File: src/verilog/dcts_pkg.sv
// Package: constants and types shared by the DMA channel sequencer
package dcts_pkg;

    // ==========================================================
    // Channel map: each channel owns a 32-byte register window
    localparam int NCH = 4;
    localparam logic [4:0] OFS_CTRL = 5'h00;
    localparam logic [4:0] OFS_STAT = 5'h04;
    localparam logic [4:0] OFS_SAR = 5'h08;
    localparam logic [4:0] OFS_DAR = 5'h0C;
    localparam logic [4:0] OFS_BCR = 5'h10;
    localparam logic [31:0] CTRL_RST = 32'h0000_0000;

    // ==========================================================
    // Control register fields
    localparam int C_START = 0;
    localparam int C_EXTERNAL_REQUEST_ENABLE = 1;
    localparam int C_CS = 2;
    localparam int C_SAA = 3;
    localparam int C_SOURCE_INCREMENT_ENABLE = 4;
    localparam int C_DEST_INCREMENT_ENABLE = 5;
    localparam int C_SOURCE_WIDTH_FIELD = 6;
    localparam int C_DEST_WIDTH_FIELD = 8;
    localparam int C_BWC = 10;
    localparam int C_SRW = 13;

    // ==========================================================
    // Status register fields
    localparam int S_DONE = 0;
    localparam int S_ACT = 1;
    localparam int S_REQ = 2;
    localparam int S_BES = 5;
    localparam int S_CE = 6;

    // ==========================================================
    // Access size codes and bandwidth block base (2^(BANDWIDTH_LIMIT_FIELD+base) bytes)
    localparam logic [1:0] SZ_LONG = 2'h0;
    localparam logic [1:0] SZ_BYTE = 2'h1;
    localparam logic [1:0] SZ_WORD = 2'h2;
    localparam logic [1:0] SZ_LINE = 2'h3;
    localparam logic [4:0] BWC_BASE = 5'h09;

    typedef enum logic [2:0] {E_IDLE, E_ARB, E_RD, E_WR, E_SGL, E_GAP} dcts_state_t;

    typedef struct packed {
        logic write;
        logic [1:0] size;
        logic [31:0] addr;
        logic [31:0] wdata;
    } dcts_cmd_t;

endpackage

File: src/verilog/dcts_seq.sv
// Four-channel DMA transfer sequencer with AHB-Lite register slave
//
// The implementer's own choices: the AHB-Lite register port and the register addresses.
`timescale 1ns/1ps

module dcts_seq #(
    parameter int BC_W = 24 // Byte count width
)
(
    input wire logic hclk, // Bus clock
    input wire logic hresetn, // Async reset, active low
    input wire logic ce, // Clock enable
    input wire logic hsel, // Slave select
    input wire logic [31:0] haddr, // Byte address
    input wire logic [1:0] htrans, // Transfer type
    input wire logic hwrite, // Write when high
    input wire logic [2:0] hsize, // Transfer size
    input wire logic [31:0] hwdata, // Write data
    input wire logic hready, // Bus ready
    output logic hreadyout, // Slave ready
    output logic [31:0] hrdata, // Read data
    output logic hresp, // Always OKAY
    input wire logic [dcts_pkg::NCH-1:0] external_transfer_request_n, // Request pins
    output logic dbus_breq, // Bus request to arbiter
    input wire logic dbus_gnt, // Bus grant
    output logic dbus_valid, // Access in progress
    output dcts_pkg::dcts_cmd_t dbus_cmd, // Access command
    input wire logic [31:0] dbus_rdata, // Read data
    input wire logic dbus_ack, // Access done
    input wire logic dbus_err // Access failed
);
    import dcts_pkg::*;

    // ==========================================================
    // Per-channel state, then shared engine and slave-port state
    logic [31:0] ctrl_r [NCH];
    logic [31:0] sar_r [NCH];
    logic [31:0] dar_r [NCH];
    logic [BC_W-1:0] bcr_r [NCH];
    logic [NCH-1:0] done_r, act_r, pend_r, bes_r, ce_r, abort_r;

    dcts_state_t st_r;
    logic [1:0] cur_r;
    logic [4:0] rem_r;
    logic [31:0] hold_r;
    logic drop_r;
    dcts_cmd_t cmd_r;

    logic dp_wr_r, dp_rd_r, dp_ok_r;
    logic [7:0] dp_addr_r;
    logic [31:0] hrdata_r, rdv;

    // ==========================================================
    // Helpers
    function automatic logic [4:0] sz_bytes(input logic [1:0] s);
        case (s)
            SZ_BYTE: sz_bytes = 5'h01;
            SZ_WORD: sz_bytes = 5'h02;
            SZ_LINE: sz_bytes = 5'h10;
            default: sz_bytes = 5'h04;
        endcase
    endfunction

    // Bytes per transfer: larger side in dual mode, source size in single
    function automatic logic [4:0] step_bytes(input logic [31:0] c);
        logic [4:0] s, d;
        s = sz_bytes(c[C_SOURCE_WIDTH_FIELD +: 2]);
        d = sz_bytes(c[C_DEST_WIDTH_FIELD +: 2]);
        if (c[C_SAA] || s > d)
            step_bytes = s;
        else
            step_bytes = d;
    endfunction

    function automatic logic misal(input logic [31:0] v, input logic [4:0] b);
        misal = |(v[3:0] & (b[3:0] - 4'h1));
    endfunction

    function automatic logic at_bound(input logic [BC_W-1:0] c, input logic [2:0] w);
        logic [31:0] m;
        m = (32'h1 << ({2'b00, w} + BWC_BASE)) - 32'h1;
        at_bound = (w != 3'h0) && (c != '0) && ((32'(c) & m) == 32'h0);
    endfunction

    // Returns {found, channel}
    function automatic logic [2:0] pick(input logic [NCH-1:0] p, input logic [NCH-1:0][2:0] bw);
        logic [1:0] rk [NCH];
        logic [1:0] best;
        logic hit;
        best = 2'h0;
        hit = 1'b0;
        for (int k = 0; k < NCH; k++)
            rk[k] = 2'(k);
        // Promotions can never overlap, so one pass is enough
        for (int k = 1; k < NCH; k++)
            if (bw[k] == 3'h0 && bw[k-1] != 3'h0)
            begin
                rk[k] = 2'(k - 1);
                rk[k-1] = 2'(k);
            end
        for (int k = 0; k < NCH; k++)
            if (p[k] && (!hit || rk[k] < rk[best]))
            begin
                best = 2'(k);
                hit = 1'b1;
            end
        pick = {hit, best};
    endfunction

    // ==========================================================
    // Engine datapath for the selected channel
    logic [31:0] cc, sar_nx, dar_nx;
    logic [4:0] sb, db, xb;
    logic [BC_W-1:0] bcr_cur, nbcr, nbcr2;
    logic acc, ok, err, last_acc, fin, stop, go_gap, sel;
    logic [2:0] pk;
    logic [NCH-1:0][2:0] bw_all;
    logic [NCH-1:0] rq, cfg_bad, sw_clr;
    logic wr_ev;
    logic [1:0] wch;
    logic [4:0] wofs;

    assign cc = ctrl_r[cur_r];
    assign sb = sz_bytes(cc[C_SOURCE_WIDTH_FIELD +: 2]);
    assign db = sz_bytes(cc[C_DEST_WIDTH_FIELD +: 2]);
    assign xb = step_bytes(cc);
    assign bcr_cur = bcr_r[cur_r];
    assign nbcr = bcr_cur - BC_W'(xb);
    assign nbcr2 = nbcr - BC_W'(xb);
    assign sar_nx = cc[C_SOURCE_INCREMENT_ENABLE] ? sar_r[cur_r] + 32'(sb) : sar_r[cur_r];
    assign dar_nx = cc[C_DEST_INCREMENT_ENABLE] ? dar_r[cur_r] + 32'(db) : dar_r[cur_r];

    assign acc = (st_r == E_RD) || (st_r == E_WR) || (st_r == E_SGL);
    assign ok = acc && dbus_ack && !dbus_err;
    assign err = acc && dbus_err;
    assign last_acc = (st_r == E_WR && rem_r == db) || st_r == E_SGL;
    assign fin = ok && last_acc;
    assign stop = fin && (nbcr == '0 || cc[C_CS] || abort_r[cur_r]);
    assign go_gap = fin && !stop && at_bound(nbcr, cc[C_BWC +: 3]);
    assign sel = st_r == E_ARB && dbus_gnt && pend_r[cur_r];
    assign pk = pick(pend_r, bw_all);

    // Request falls away during the last access before a boundary
    assign dbus_breq = st_r == E_ARB || (acc && !(last_acc && drop_r));
    assign dbus_valid = acc;
    assign dbus_cmd = cmd_r;

    always_comb
    begin
        for (int k = 0; k < NCH; k++)
        begin
            bw_all[k] = ctrl_r[k][C_BWC +: 3];
            // A done channel takes no new request until software clears it
            rq[k] = (ctrl_r[k][C_START] || (ctrl_r[k][C_EXTERNAL_REQUEST_ENABLE] && !external_transfer_request_n[k]))
                && !pend_r[k] && !act_r[k] && !done_r[k];
            cfg_bad[k] = bcr_r[k] == '0 || misal(sar_r[k], sz_bytes(ctrl_r[k][C_SOURCE_WIDTH_FIELD +: 2]))
                || (!ctrl_r[k][C_SAA] && misal(dar_r[k], sz_bytes(ctrl_r[k][C_DEST_WIDTH_FIELD +: 2])))
                || misal(32'(bcr_r[k]), step_bytes(ctrl_r[k]));
            sw_clr[k] = wr_ev && wch == 2'(k) && wofs == OFS_STAT && hwdata[S_DONE];
        end
    end

    // ==========================================================
    // Transfer sequencer
    always_ff @(posedge hclk or negedge hresetn)
    begin
        if (!hresetn)
        begin
            st_r <= E_IDLE;
            cur_r <= 2'h0;
            rem_r <= 5'h00;
            hold_r <= 32'h0000_0000;
            drop_r <= 1'b0;
            cmd_r <= '0;
        end
        else if (ce)
        begin
            case (st_r)
                E_IDLE:
                begin
                    if (pk[2])
                    begin
                        cur_r <= pk[1:0];
                        st_r <= E_ARB;
                    end
                end
                E_ARB:
                begin
                    if (!pend_r[cur_r])
                        st_r <= E_IDLE;
                    else if (dbus_gnt)
                    begin
                        hold_r <= 32'h0000_0000;
                        rem_r <= xb;
                        drop_r <= at_bound(nbcr, cc[C_BWC +: 3]);
                        cmd_r.addr <= sar_r[cur_r];
                        cmd_r.size <= cc[C_SOURCE_WIDTH_FIELD +: 2];
                        cmd_r.write <= cc[C_SAA] && !cc[C_SRW];
                        cmd_r.wdata <= 32'h0000_0000;
                        st_r <= cc[C_SAA] ? E_SGL : E_RD;
                    end
                end
                E_RD:
                begin
                    if (err)
                        st_r <= E_IDLE;
                    else if (ok)
                    begin
                        hold_r <= hold_r | dbus_rdata;
                        if (rem_r == sb)
                        begin
                            rem_r <= xb;
                            cmd_r.addr <= dar_r[cur_r];
                            cmd_r.size <= cc[C_DEST_WIDTH_FIELD +: 2];
                            cmd_r.write <= 1'b1;
                            cmd_r.wdata <= hold_r | dbus_rdata;
                            st_r <= E_WR;
                        end
                        else
                        begin
                            rem_r <= rem_r - sb;
                            cmd_r.addr <= sar_nx;
                        end
                    end
                end
                E_WR, E_SGL:
                begin
                    if (err)
                        st_r <= E_IDLE;
                    else if (ok && !last_acc)
                    begin
                        rem_r <= rem_r - db;
                        cmd_r.addr <= dar_nx;
                    end
                    else if (fin)
                    begin
                        if (stop)
                            st_r <= E_IDLE;
                        else if (go_gap)
                            st_r <= E_GAP;
                        else
                        begin
                            // Continuous mode keeps the bus for the next transfer
                            hold_r <= 32'h0000_0000;
                            rem_r <= xb;
                            drop_r <= at_bound(nbcr2, cc[C_BWC +: 3]);
                            cmd_r.addr <= cc[C_SAA] ? sar_nx : sar_r[cur_r];
                            cmd_r.size <= cc[C_SOURCE_WIDTH_FIELD +: 2];
                            cmd_r.write <= cc[C_SAA] && !cc[C_SRW];
                            cmd_r.wdata <= 32'h0000_0000;
                            st_r <= cc[C_SAA] ? E_SGL : E_RD;
                        end
                    end
                end
                E_GAP:
                    st_r <= E_IDLE;
                default:
                    st_r <= E_IDLE;
            endcase
        end
    end

    // ==========================================================
    // Control and status, one set per channel
    always_ff @(posedge hclk or negedge hresetn)
    begin
        if (!hresetn)
        begin
            for (int c = 0; c < NCH; c++)
                ctrl_r[c] <= CTRL_RST;
            done_r <= '0;
            act_r <= '0;
            pend_r <= '0;
            bes_r <= '0;
            ce_r <= '0;
            abort_r <= '0;
        end
        else if (ce)
        begin
            for (int c = 0; c < NCH; c++)
            begin
                if (sel && cur_r == 2'(c))
                    ctrl_r[c][C_START] <= 1'b0;
                if (rq[c] && cfg_bad[c])
                    ctrl_r[c][C_START] <= 1'b0;
                // No protection while active: new settings steer the next access
                if (wr_ev && wch == 2'(c) && wofs == OFS_CTRL)
                    ctrl_r[c] <= hwdata;
                if (sw_clr[c])
                begin
                    done_r[c] <= 1'b0;
                    act_r[c] <= 1'b0;
                    pend_r[c] <= 1'b0;
                    bes_r[c] <= 1'b0;
                    ce_r[c] <= 1'b0;
                    abort_r[c] <= act_r[c] || pend_r[c];
                end
                else if (st_r == E_IDLE)
                    abort_r[c] <= 1'b0;
                // Hardware events below win over a same-cycle clear
                if (rq[c])
                begin
                    if (cfg_bad[c])
                    begin
                        ce_r[c] <= 1'b1;
                        done_r[c] <= 1'b1;
                    end
                    else
                        pend_r[c] <= 1'b1;
                end
                if (cur_r == 2'(c))
                begin
                    if (sel)
                    begin
                        pend_r[c] <= 1'b0;
                        act_r[c] <= 1'b1;
                    end
                    if (go_gap)
                        pend_r[c] <= 1'b1;
                    if (err || stop)
                        act_r[c] <= 1'b0;
                    if (err)
                    begin
                        bes_r[c] <= 1'b1;
                        done_r[c] <= 1'b1;
                    end
                    if (fin && nbcr == '0)
                        done_r[c] <= 1'b1;
                end
            end
        end
    end

    // ==========================================================
    // Address and count registers
    always_ff @(posedge hclk or negedge hresetn)
    begin
        if (!hresetn)
        begin
            for (int c = 0; c < NCH; c++)
            begin
                sar_r[c] <= 32'h0000_0000;
                dar_r[c] <= 32'h0000_0000;
                bcr_r[c] <= '0;
            end
        end
        else if (ce)
        begin
            for (int c = 0; c < NCH; c++)
            begin
                if (wr_ev && wch == 2'(c))
                begin
                    case (wofs)
                        OFS_SAR: sar_r[c] <= hwdata;
                        OFS_DAR: dar_r[c] <= hwdata;
                        OFS_BCR: bcr_r[c] <= hwdata[BC_W-1:0];
                        default: ;
                    endcase
                end
                if (cur_r == 2'(c))
                begin
                    if ((st_r == E_RD || st_r == E_SGL) && ok)
                        sar_r[c] <= sar_nx;
                    if (st_r == E_WR && ok)
                        dar_r[c] <= dar_nx;
                    if (fin)
                        bcr_r[c] <= nbcr;
                end
            end
        end
    end

    // ==========================================================
    // AHB-Lite slave: writes without wait, reads with one wait state
    assign wch = dp_addr_r[6:5];
    assign wofs = dp_addr_r[4:0];
    assign wr_ev = dp_wr_r && dp_ok_r;
    assign hreadyout = !dp_rd_r;
    assign hrdata = hrdata_r;
    assign hresp = 1'b0;

    always_comb
    begin
        rdv = 32'h0000_0000;
        if (dp_ok_r)
        begin
            case (wofs)
                OFS_CTRL: rdv = ctrl_r[wch];
                OFS_STAT:
                begin
                    rdv[S_DONE] = done_r[wch];
                    rdv[S_ACT] = act_r[wch];
                    rdv[S_REQ] = pend_r[wch];
                    rdv[S_BES] = bes_r[wch];
                    rdv[S_CE] = ce_r[wch];
                end
                OFS_SAR: rdv = sar_r[wch];
                OFS_DAR: rdv = dar_r[wch];
                OFS_BCR: rdv = 32'(bcr_r[wch]);
                default: rdv = 32'h0000_0000;
            endcase
        end
    end

    // The wait state lets a write in the previous data phase land first
    always_ff @(posedge hclk or negedge hresetn)
    begin
        if (!hresetn)
        begin
            dp_wr_r <= 1'b0;
            dp_rd_r <= 1'b0;
            dp_ok_r <= 1'b0;
            dp_addr_r <= 8'h00;
            hrdata_r <= 32'h0000_0000;
        end
        else if (ce)
        begin
            if (hready)
            begin
                dp_wr_r <= hsel && htrans[1] && hwrite;
                dp_rd_r <= hsel && htrans[1] && !hwrite;
                if (hsel && htrans[1])
                begin
                    dp_addr_r <= haddr[7:0];
                    dp_ok_r <= haddr[31:7] == 25'h0 && haddr[1:0] == 2'h0 && haddr[4:0] <= OFS_BCR;
                end
            end
            else if (dp_rd_r)
            begin
                hrdata_r <= rdv;
                dp_rd_r <= 1'b0;
            end
        end
    end
endmodule

File: config.mk
export PLATFORM = sky130hd
export DESIGN_NAME = dcts_seq
export DESIGN_NICKNAME = d
export VERILOG_FILES = /design/src/verilog/dcts_pkg.sv /design/src/verilog/dcts_seq.sv
export SDC_FILE = /design/constraint.sdc
export NUM_CORES = 2
export LEC_CHECK = 0
export BUFFER_PORTS_ARGS = -buffer_cell sky130_fd_sc_hd__buf_2
export CAP_MARGIN = 0
export CORE_MARGIN = 5
export CORE_UTILIZATION = 42
export CTS_BUF_LIST = sky130_fd_sc_hd__clkbuf_8 sky130_fd_sc_hd__clkbuf_16
export CTS_CLUSTER_SIZE = 28
export DETAILED_ROUTE_END_ITERATION = 12
export HOLD_SLACK_MARGIN = 0.12
export SYNTH_ARGS = -nofsm -noshare
export SYNTH_HDL_FRONTEND = slang
export SYNTH_SLANG_ARGS = --single-unit
File: constraint.sdc
create_clock -name hclk -period 11 [get_ports hclk]
set_input_delay 0.55 -clock hclk [delete_from_list [all_inputs] [get_ports hclk]]
set_output_delay 0.55 -clock hclk [all_outputs]
set_load 0.02 [all_outputs]
Word level (Yosys, flattened, before mapping):

Cells that the tools add are included.

* bits of input ports: 114
* output and inout bits: 103
* flip-flop bits (word level): 656

* multiplexer cells: 288
* add/subtract/negate cells: 20
* shift-type cells: 1
* equality and inequality tests: 65
* bitwise logic cells: 20
* reduce and logical (&&, ||, !) cells: 209
* $lt $le $gt $ge: 15

Operator list (number)
* $mux 32: 59
* $mux 67: 8
* $mux 24: 20
* $bmux 32 s2: 6
* $pmux 67 s3: 1
* $pmux 5 s3: 11
* $mux 1: 125
* $logic_not 24->1: 5
* $pmux 25 s4: 1
* $bmux 24 s2: 2
* $pmux 32 s3: 1
* $logic_and 1x1->1: 77
* $add 32x5->32: 2
* $and 24x32->32: 2
* $logic_not 32->1: 2
* $mux 5: 11
* $and 4x4->4: 12
* $eq 2x2->1 const B: 24
* $reduce_bool 24->1: 2
* $reduce_or 4->1: 12
* $sub 24x5->24: 2
* $sub 4x1->4 const B: 12
* $mux 3: 15
* $logic_or 1x1->1: 36
* other kinds (49): 170

Logic depth before layout (Yosys ltp):

* depth after elaboration: 26
* depth in mapped cells: 32
* gate-level depth less buffers: 25

Worst setup path before layout:

OpenSTA, ideal clock, no wires.

* path kind: reg-to-reg
* start: reg cur_r[0]
* end: reg drop_r
* cell stages (with the launch flop): 31
* path buffers: 16
* clock period less this slack: 7974 ps
* path slack: 3026 ps
* data arrival time: 7848 ps
* cell sequence: dfrtp_1 > buf_6 > buf_6 > buf_4 > buf_4 > buf_4 > buf_2 > buf_2 > buf_2 > buf_4 > buf_2 > buf_4 > buf_2 > mux4_2 > ha_1 > clkbuf_1 > clkbuf_1 > clkbuf_1 > nor4_1 > nor2_1 > ha_1 > a31oi_1 > o21a_1 > or4b_2 > buf_2 > nor4_2 > nand3_1 > a221oi_1 > and4_1 > nor4_1 > o32a_1

* word-level cells in the longest chain between the ends: 20

RTL lines
* start: declaration: RTL line dcts_seq.sv:43 `logic [1:0] cur_r;`
* start signal: assignment: RTL line dcts_seq.sv:183 `cur_r <= pk[1:0];`
* $not 2->3 (implied by the code): RTL line dcts_seq.sv:123, dcts_seq.sv:127
* $bmux 32 s2: RTL line dcts_seq.sv:123 `assign cc = ctrl_r[cur_r];`
* $mux 14 (implied by the code) (2 in a row): RTL line dcts_seq.sv:123
* $eq 2x2->1 / $eq 2x1->1 (equally long branches): RTL line dcts_seq.sv:56 `case (s)`
* $pmux 5 s3: RTL line dcts_seq.sv:56
* $gt 5x5->1: RTL line dcts_seq.sv:69 `if (c[C_SAA] || s > d)`
* $logic_or 1x1->1: RTL line dcts_seq.sv:69
* $mux 5: RTL line dcts_seq.sv:69
* (+3 left out)
* $logic_not 32->1 / $logic_and 1x1->1 (equally long branches): RTL line dcts_seq.sv:82 `at_bound = (w != 3'h0) && (c != '0) && ((32'(c) & m) == 32'h0);`
* $logic_and 1x1->1: RTL line dcts_seq.sv:82
* $mux 1: RTL line dcts_seq.sv:239 `else if (go_gap)`
* $mux 1: RTL line dcts_seq.sv:237 `if (stop)`
* $mux 1: RTL line dcts_seq.sv:235 `else if (fin)`
* $mux 1: RTL line dcts_seq.sv:230 `else if (ok && !last_acc)`
* $mux 1: RTL line dcts_seq.sv:228 `if (err)`
* $pmux 1 s2: RTL line dcts_seq.sv:178 `case (st_r)`
* end signal: assignment: RTL line dcts_seq.sv:195 `drop_r <= at_bound(nbcr, cc[C_BWC +: 3]);`
* end signal: assignment: RTL line dcts_seq.sv:246 `drop_r <= at_bound(nbcr2, cc[C_BWC +: 3]);`
* end: declaration: RTL line dcts_seq.sv:46 `logic drop_r;`

Several ways; a longest one is shown, not always the timed one. The select of a mux whose other input is x is not followed.
A chain may end at the register's enable or synchronous reset.

Final worst setup path:

* start: reg cur_r[0]
* end: reg cmd_r (netlist bit dbus_cmd[47])

* word-level cells in the longest chain between the ends: 19

RTL lines
* $not 2->3 (implied by the code)
* $bmux 32 s2: RTL line dcts_seq.sv:123
* $mux 14 (implied by the code) (2 in a row): RTL line dcts_seq.sv:123
* $eq 2x2->1 / $eq 2x1->1 (equally long branches): RTL line dcts_seq.sv:56
* $pmux 5 s3: RTL line dcts_seq.sv:56
* $gt 5x5->1: RTL line dcts_seq.sv:69
* $logic_or 1x1->1: RTL line dcts_seq.sv:69
* $mux 5: RTL line dcts_seq.sv:69
* $sub 24x5->24: RTL line dcts_seq.sv:128 `assign nbcr = bcr_cur - BC_W'(xb);`
* $logic_not 24->1: RTL line dcts_seq.sv:138 `assign stop = fin && (nbcr == '0 || cc[C_CS] || abort_r[cur_r]);`
* $logic_or 1x1->1 (2 in a row): RTL line dcts_seq.sv:138
* $logic_and 1x1->1: RTL line dcts_seq.sv:138
* $logic_not 1->1: RTL line dcts_seq.sv:139 `assign go_gap = fin && !stop && at_bound(nbcr, cc[C_BWC +: 3]);`
* $logic_and 1x1->1 (2 in a row): RTL line dcts_seq.sv:139
* $ne 3x3->1 (no source line)
* $reduce_and 10->1 (no source line)
* end: declaration: RTL line dcts_seq.sv:47 `dcts_cmd_t cmd_r;`

Several ways; a longest one is shown, not always the timed one. The select of a mux whose other input is x is not followed.

==> impl_metrics.csv <==
group,metric,value,unit
global_route,first_global_vias,36000,
pwr,switching_power,6.28,mW
timing,setup_viol,0,
global_route,grt_max_degree,161,
cells_and_area,post-route-util,47.5,%
synthesis,ys_seq_elements,656,
clock_network,htreeDepth,3,
die,die_width,322,um
worst_setup_path,critical_path_class,"reg2reg",
route,drc,0,
die,die_height,322,um
timing,max_freq,106,MHz
worst_hold_path,hold_path.class,"in2reg",
timing,period_needed,9450,ps
synthesis,syn_nets,4411,
timing,setup_tns,0,ps
synthesis,synth_xor_area_share,2.18,%
clock_network,clk_path_buf_depth,3,
timing,final_min_period_over_clock_period,85.9,%
worst_hold_path,hold_path_end,"hold_r[20]",
route,wl,164,mm
die,rows,114,
worst_setup_path,start_kind,"flop",
placed_design,dpl.hpwl,107,mm
global_route,gr-total-overflow,0,
route,drt_iter0_drc,5069,
placed_design,io_buffers,211,
clock_network,tritoncts,"done",
clock_network,clk_latency,670,ps
synthesis,syn_area,41000,um^2
clock_network,clk_pin_slew,60,ps
worst_setup_path,end_kind,"flop",
outcome,status,"finished, final reports clean",
synthesis,yosysWarnings,0,
die,top_level_ports,217,
timing,hold_viol,0,
route,avgRoutedWirePerCell,29.3,um
clock_network,ctsResizeCount,0,
worst_setup_path,cp_max_fo,50,
run,max_cap_viol_count,0,
global_route,grt_first_pass_wirelength,240,mm
synthesis,ys_seq_area_share,40.1,%
clock_network,cts_made_buffers,80,
timing,timing.hold.ws,154,ps
worst_setup_path,critPathRequiredTime,11530,ps
worst_hold_path,min_from,"dbus_rdata[20]",
cells_and_area,area_growth,12.2,%
die,die_area,104000,um^2
route,first_pass_iters,6,
timing,skew,39.7,ps
pwr,swShare,46.4,%
cells_and_area,fillers,9120,
pwr,clkPwrFrac,20.1,%
pwr,pwr-share-seq,26.9,%
worst_hold_path,hold-path-cell-count,3,
synthesis,syn_area_per_cell,9.75,um^2
timing,slew_headroom,14.7,%
die,fp.coreArea,96700,um^2
cells_and_area,layout-drive-gt1-share,19.8,%
synthesis,synth_fa_ha_area_share,2.95,%
pwr,peakVddDrop,221,uV
worst_setup_path,r2r_end,"dbus_cmd[47]",
pwr,power_frac_comb,53.0,%
synthesis,synth.mux.area_fraction,17.9,%
worst_setup_path,ff2ff_setup_slack,1550,ps
worst_setup_path,r2r_cells,23,
timing,rsz0062_at_grt,"no",
route,route.vias.total,37200,
synthesis,ys_types,94,
pwr,power_density,294,nW/um^2
synthesis,synth_top_family_by_area,"compound AO/OA/AOI/OAI gates",
synthesis,yosys.area_share.simple,12.2,%
route,vias_per_cell,6.64,
placed_design,gp_congestion,0.966,
worst_setup_path,cp.arrival,9980,ps
clock_network,clkSinkCount,656,
synthesis,synth_compound_gate_area_share,20.0,%
die,start_util,42.4,%
cells_and_area,nets,4463,
worst_setup_path,r2r_start,"cur_r[0]",
route,ant_nets,0,
global_route,grtUsageTotal,30.7,%
timing,tightest_slew,1280,ps
synthesis,synth_ff_type,"dfrtp_1",
synthesis,synth_cells,4204,
global_route,grt_antenna_before_repair,11,
synthesis,synth_edf_count,0,
clock_network,cts_root_buf,"clkbuf_16",
pwr,p_int,7.26,mW
timing,slew_violations,0,
synthesis,synthArstFlopShare,100,%
pwr,leakagePower,19.7,nW
repair_timing:
action | in CTS | in global routing
hold buffers | 20 | 0
setup endpoints to repair | 0 | 0
setup buffers | 0 | 0
endpoints found under the hold margin | 87 | 0
kinds of logic after synthesis:
logic type	after synthesis
muxes	437
and+or+nand+nor	1111
xor gates and xnor gates	101
AOI/OAI and AO/OA	1335
adders and majority gates	93
other	2
DFF	656
buffers and inverters	469
per-stage QoR:
stage	std cells	area [um^2]	worst slack (ps)	power [mW]
finish	5599	46000	1550	13.5
global route	5595	46000	1040	14.1
CTS	5592	46000	1670	13.4
detailed placement	5430	43100	1720	10.6
global placement	5430	43100	1810	10.5
floorplan	4204	41000	3030	8.36
cells in the mapped netlist, types with 46 or more instances:
cell / instances / area share, %
o21ai_0: 243 / 3.0
ha_1: 87 / 2.7
dfrtp_1: 656 / 40
a22o_1: 64 / 1.4
nand2_1: 272 / 2.5
mux2_2: 135 / 3.7
mux4_2: 224 / 12
clkbuf_1: 257 / 2.4
nand3_1: 46 / 0.56
xor2_1: 51 / 1.1
inv_1: 126 / 1.2
mux2i_1: 78 / 1.9
xnor2_1: 49 / 1.0
a21oi_1: 433 / 5.3
o22ai_1: 324 / 4.9
nor2_1: 503 / 4.6
layout by cell type (no fill, tap or decap), types with 11 or more instances in the layout:
cell           instances
a211oi_1              18
a21o_1                28
a21oi_1              431
a221oi_1              30
a22o_1                64
a22oi_1               29
a31oi_1               11
and2_1                19
and3_1                28
buf_2                209
buf_4                 75
clkbuf_16             82
clkbuf_8              17
clkinv_2              11
dfrtp_1              651
dlygate4sd3_1         20
ha_1                  87
inv_1                143
mux2_2               135
mux2i_1               77
mux4_2               224
nand2_1              269
nand2b_1              29
nand3_1               44
nand4_1               28
nor2_1               495
nor2b_1               23
nor3_1                45
nor4_1                42
o21a_1                19
o21ai_0              242
o22ai_1              324
o31ai_1               15
or2_2                 22
or4_1                 11
xnor2_1               49
xor2_1                51
how the worst max path moves through the flow:
stage / from / end / slack [ps] / cells after the start
global placement: cur_r[0] / dbus_cmd[60] / 1810 / 23
CTS: cur_r[0] / dbus_cmd[47] / 1670 / 23
finish: cur_r[0] / dbus_cmd[47] / 1550 / 23
floorplan: cur_r[0] / drop_r / 3030 / 30
global route: cur_r[0] / dbus_cmd[55] / 1040 / 24
detailed placement: cur_r[0] / dbus_cmd[60] / 1720 / 23
sequential cells by signal (all words and copies together) (netlist names), 5 cells and up:
name / count
dar_r: 128
bcr_r: 96
ctrl_r: 116
dp_addr_r: 7
bw_all: 12
hrdata: 32
hold_r: 32
rem_r: 5
dbus_cmd: 67
sar_r: 128
critical path, stage by stage (launching register included):
cell and delay [ps]:
dfrtp_4 960, mux4_2 670, or2_1 360, clkinv_1 200, ha_1 300, nand4b_1 120
nand3_1 170, a21oi_1 500, nor2_1 100, a21oi_1 440, ha_1 340, nor2b_1 170
nor3_1 270, nor2_1 170, a211oi_2 480, xnor2_1 260, or4_1 510, nor4_1 610
o2111ai_1 200, or4b_1 590, or3_1 590, nand3b_4 710, buf_4 380, o21ai_0 130
per-layer routing:
layer	track usage, %	part of all wire [%]	wire, um	up-vias
li1	-	-	-	15800
met1	41.0	38	63000	18400
met2	44.9	43	69900	2491
met3	7.85	12	19000	531
met4	18.7	7.3	12000	4
met5	0	0.016	27	-
cell type report:
type	instances	area [um^2]	share of cell area (%)
Antenna cell	7	17.5	0.0381
Multi-Input combinational cell	3079	22800	49.6
Timing Repair Buffer	312	1960	4.26
Sequential cell	656	16400	35.7
Inverter	127	477	1.04
Tap cell	1276	1600	3.47
Clock inverter	43	388	0.844
Clock buffer	99	2290	4.97
power groups by stage:
stage	Sequential, mW	Combinational, mW	Clock [mW]
2_1_floorplan	3.49	4.87	0
3_3_place_gp	3.63	6.87	0
3_5_place_dp	3.66	6.94	0
4_1_cts	3.62	6.97	2.76
5_1_grt	3.72	7.58	2.84
6_report	3.64	7.17	2.72
Note: power is estimated with default switching activity, not from simulation.
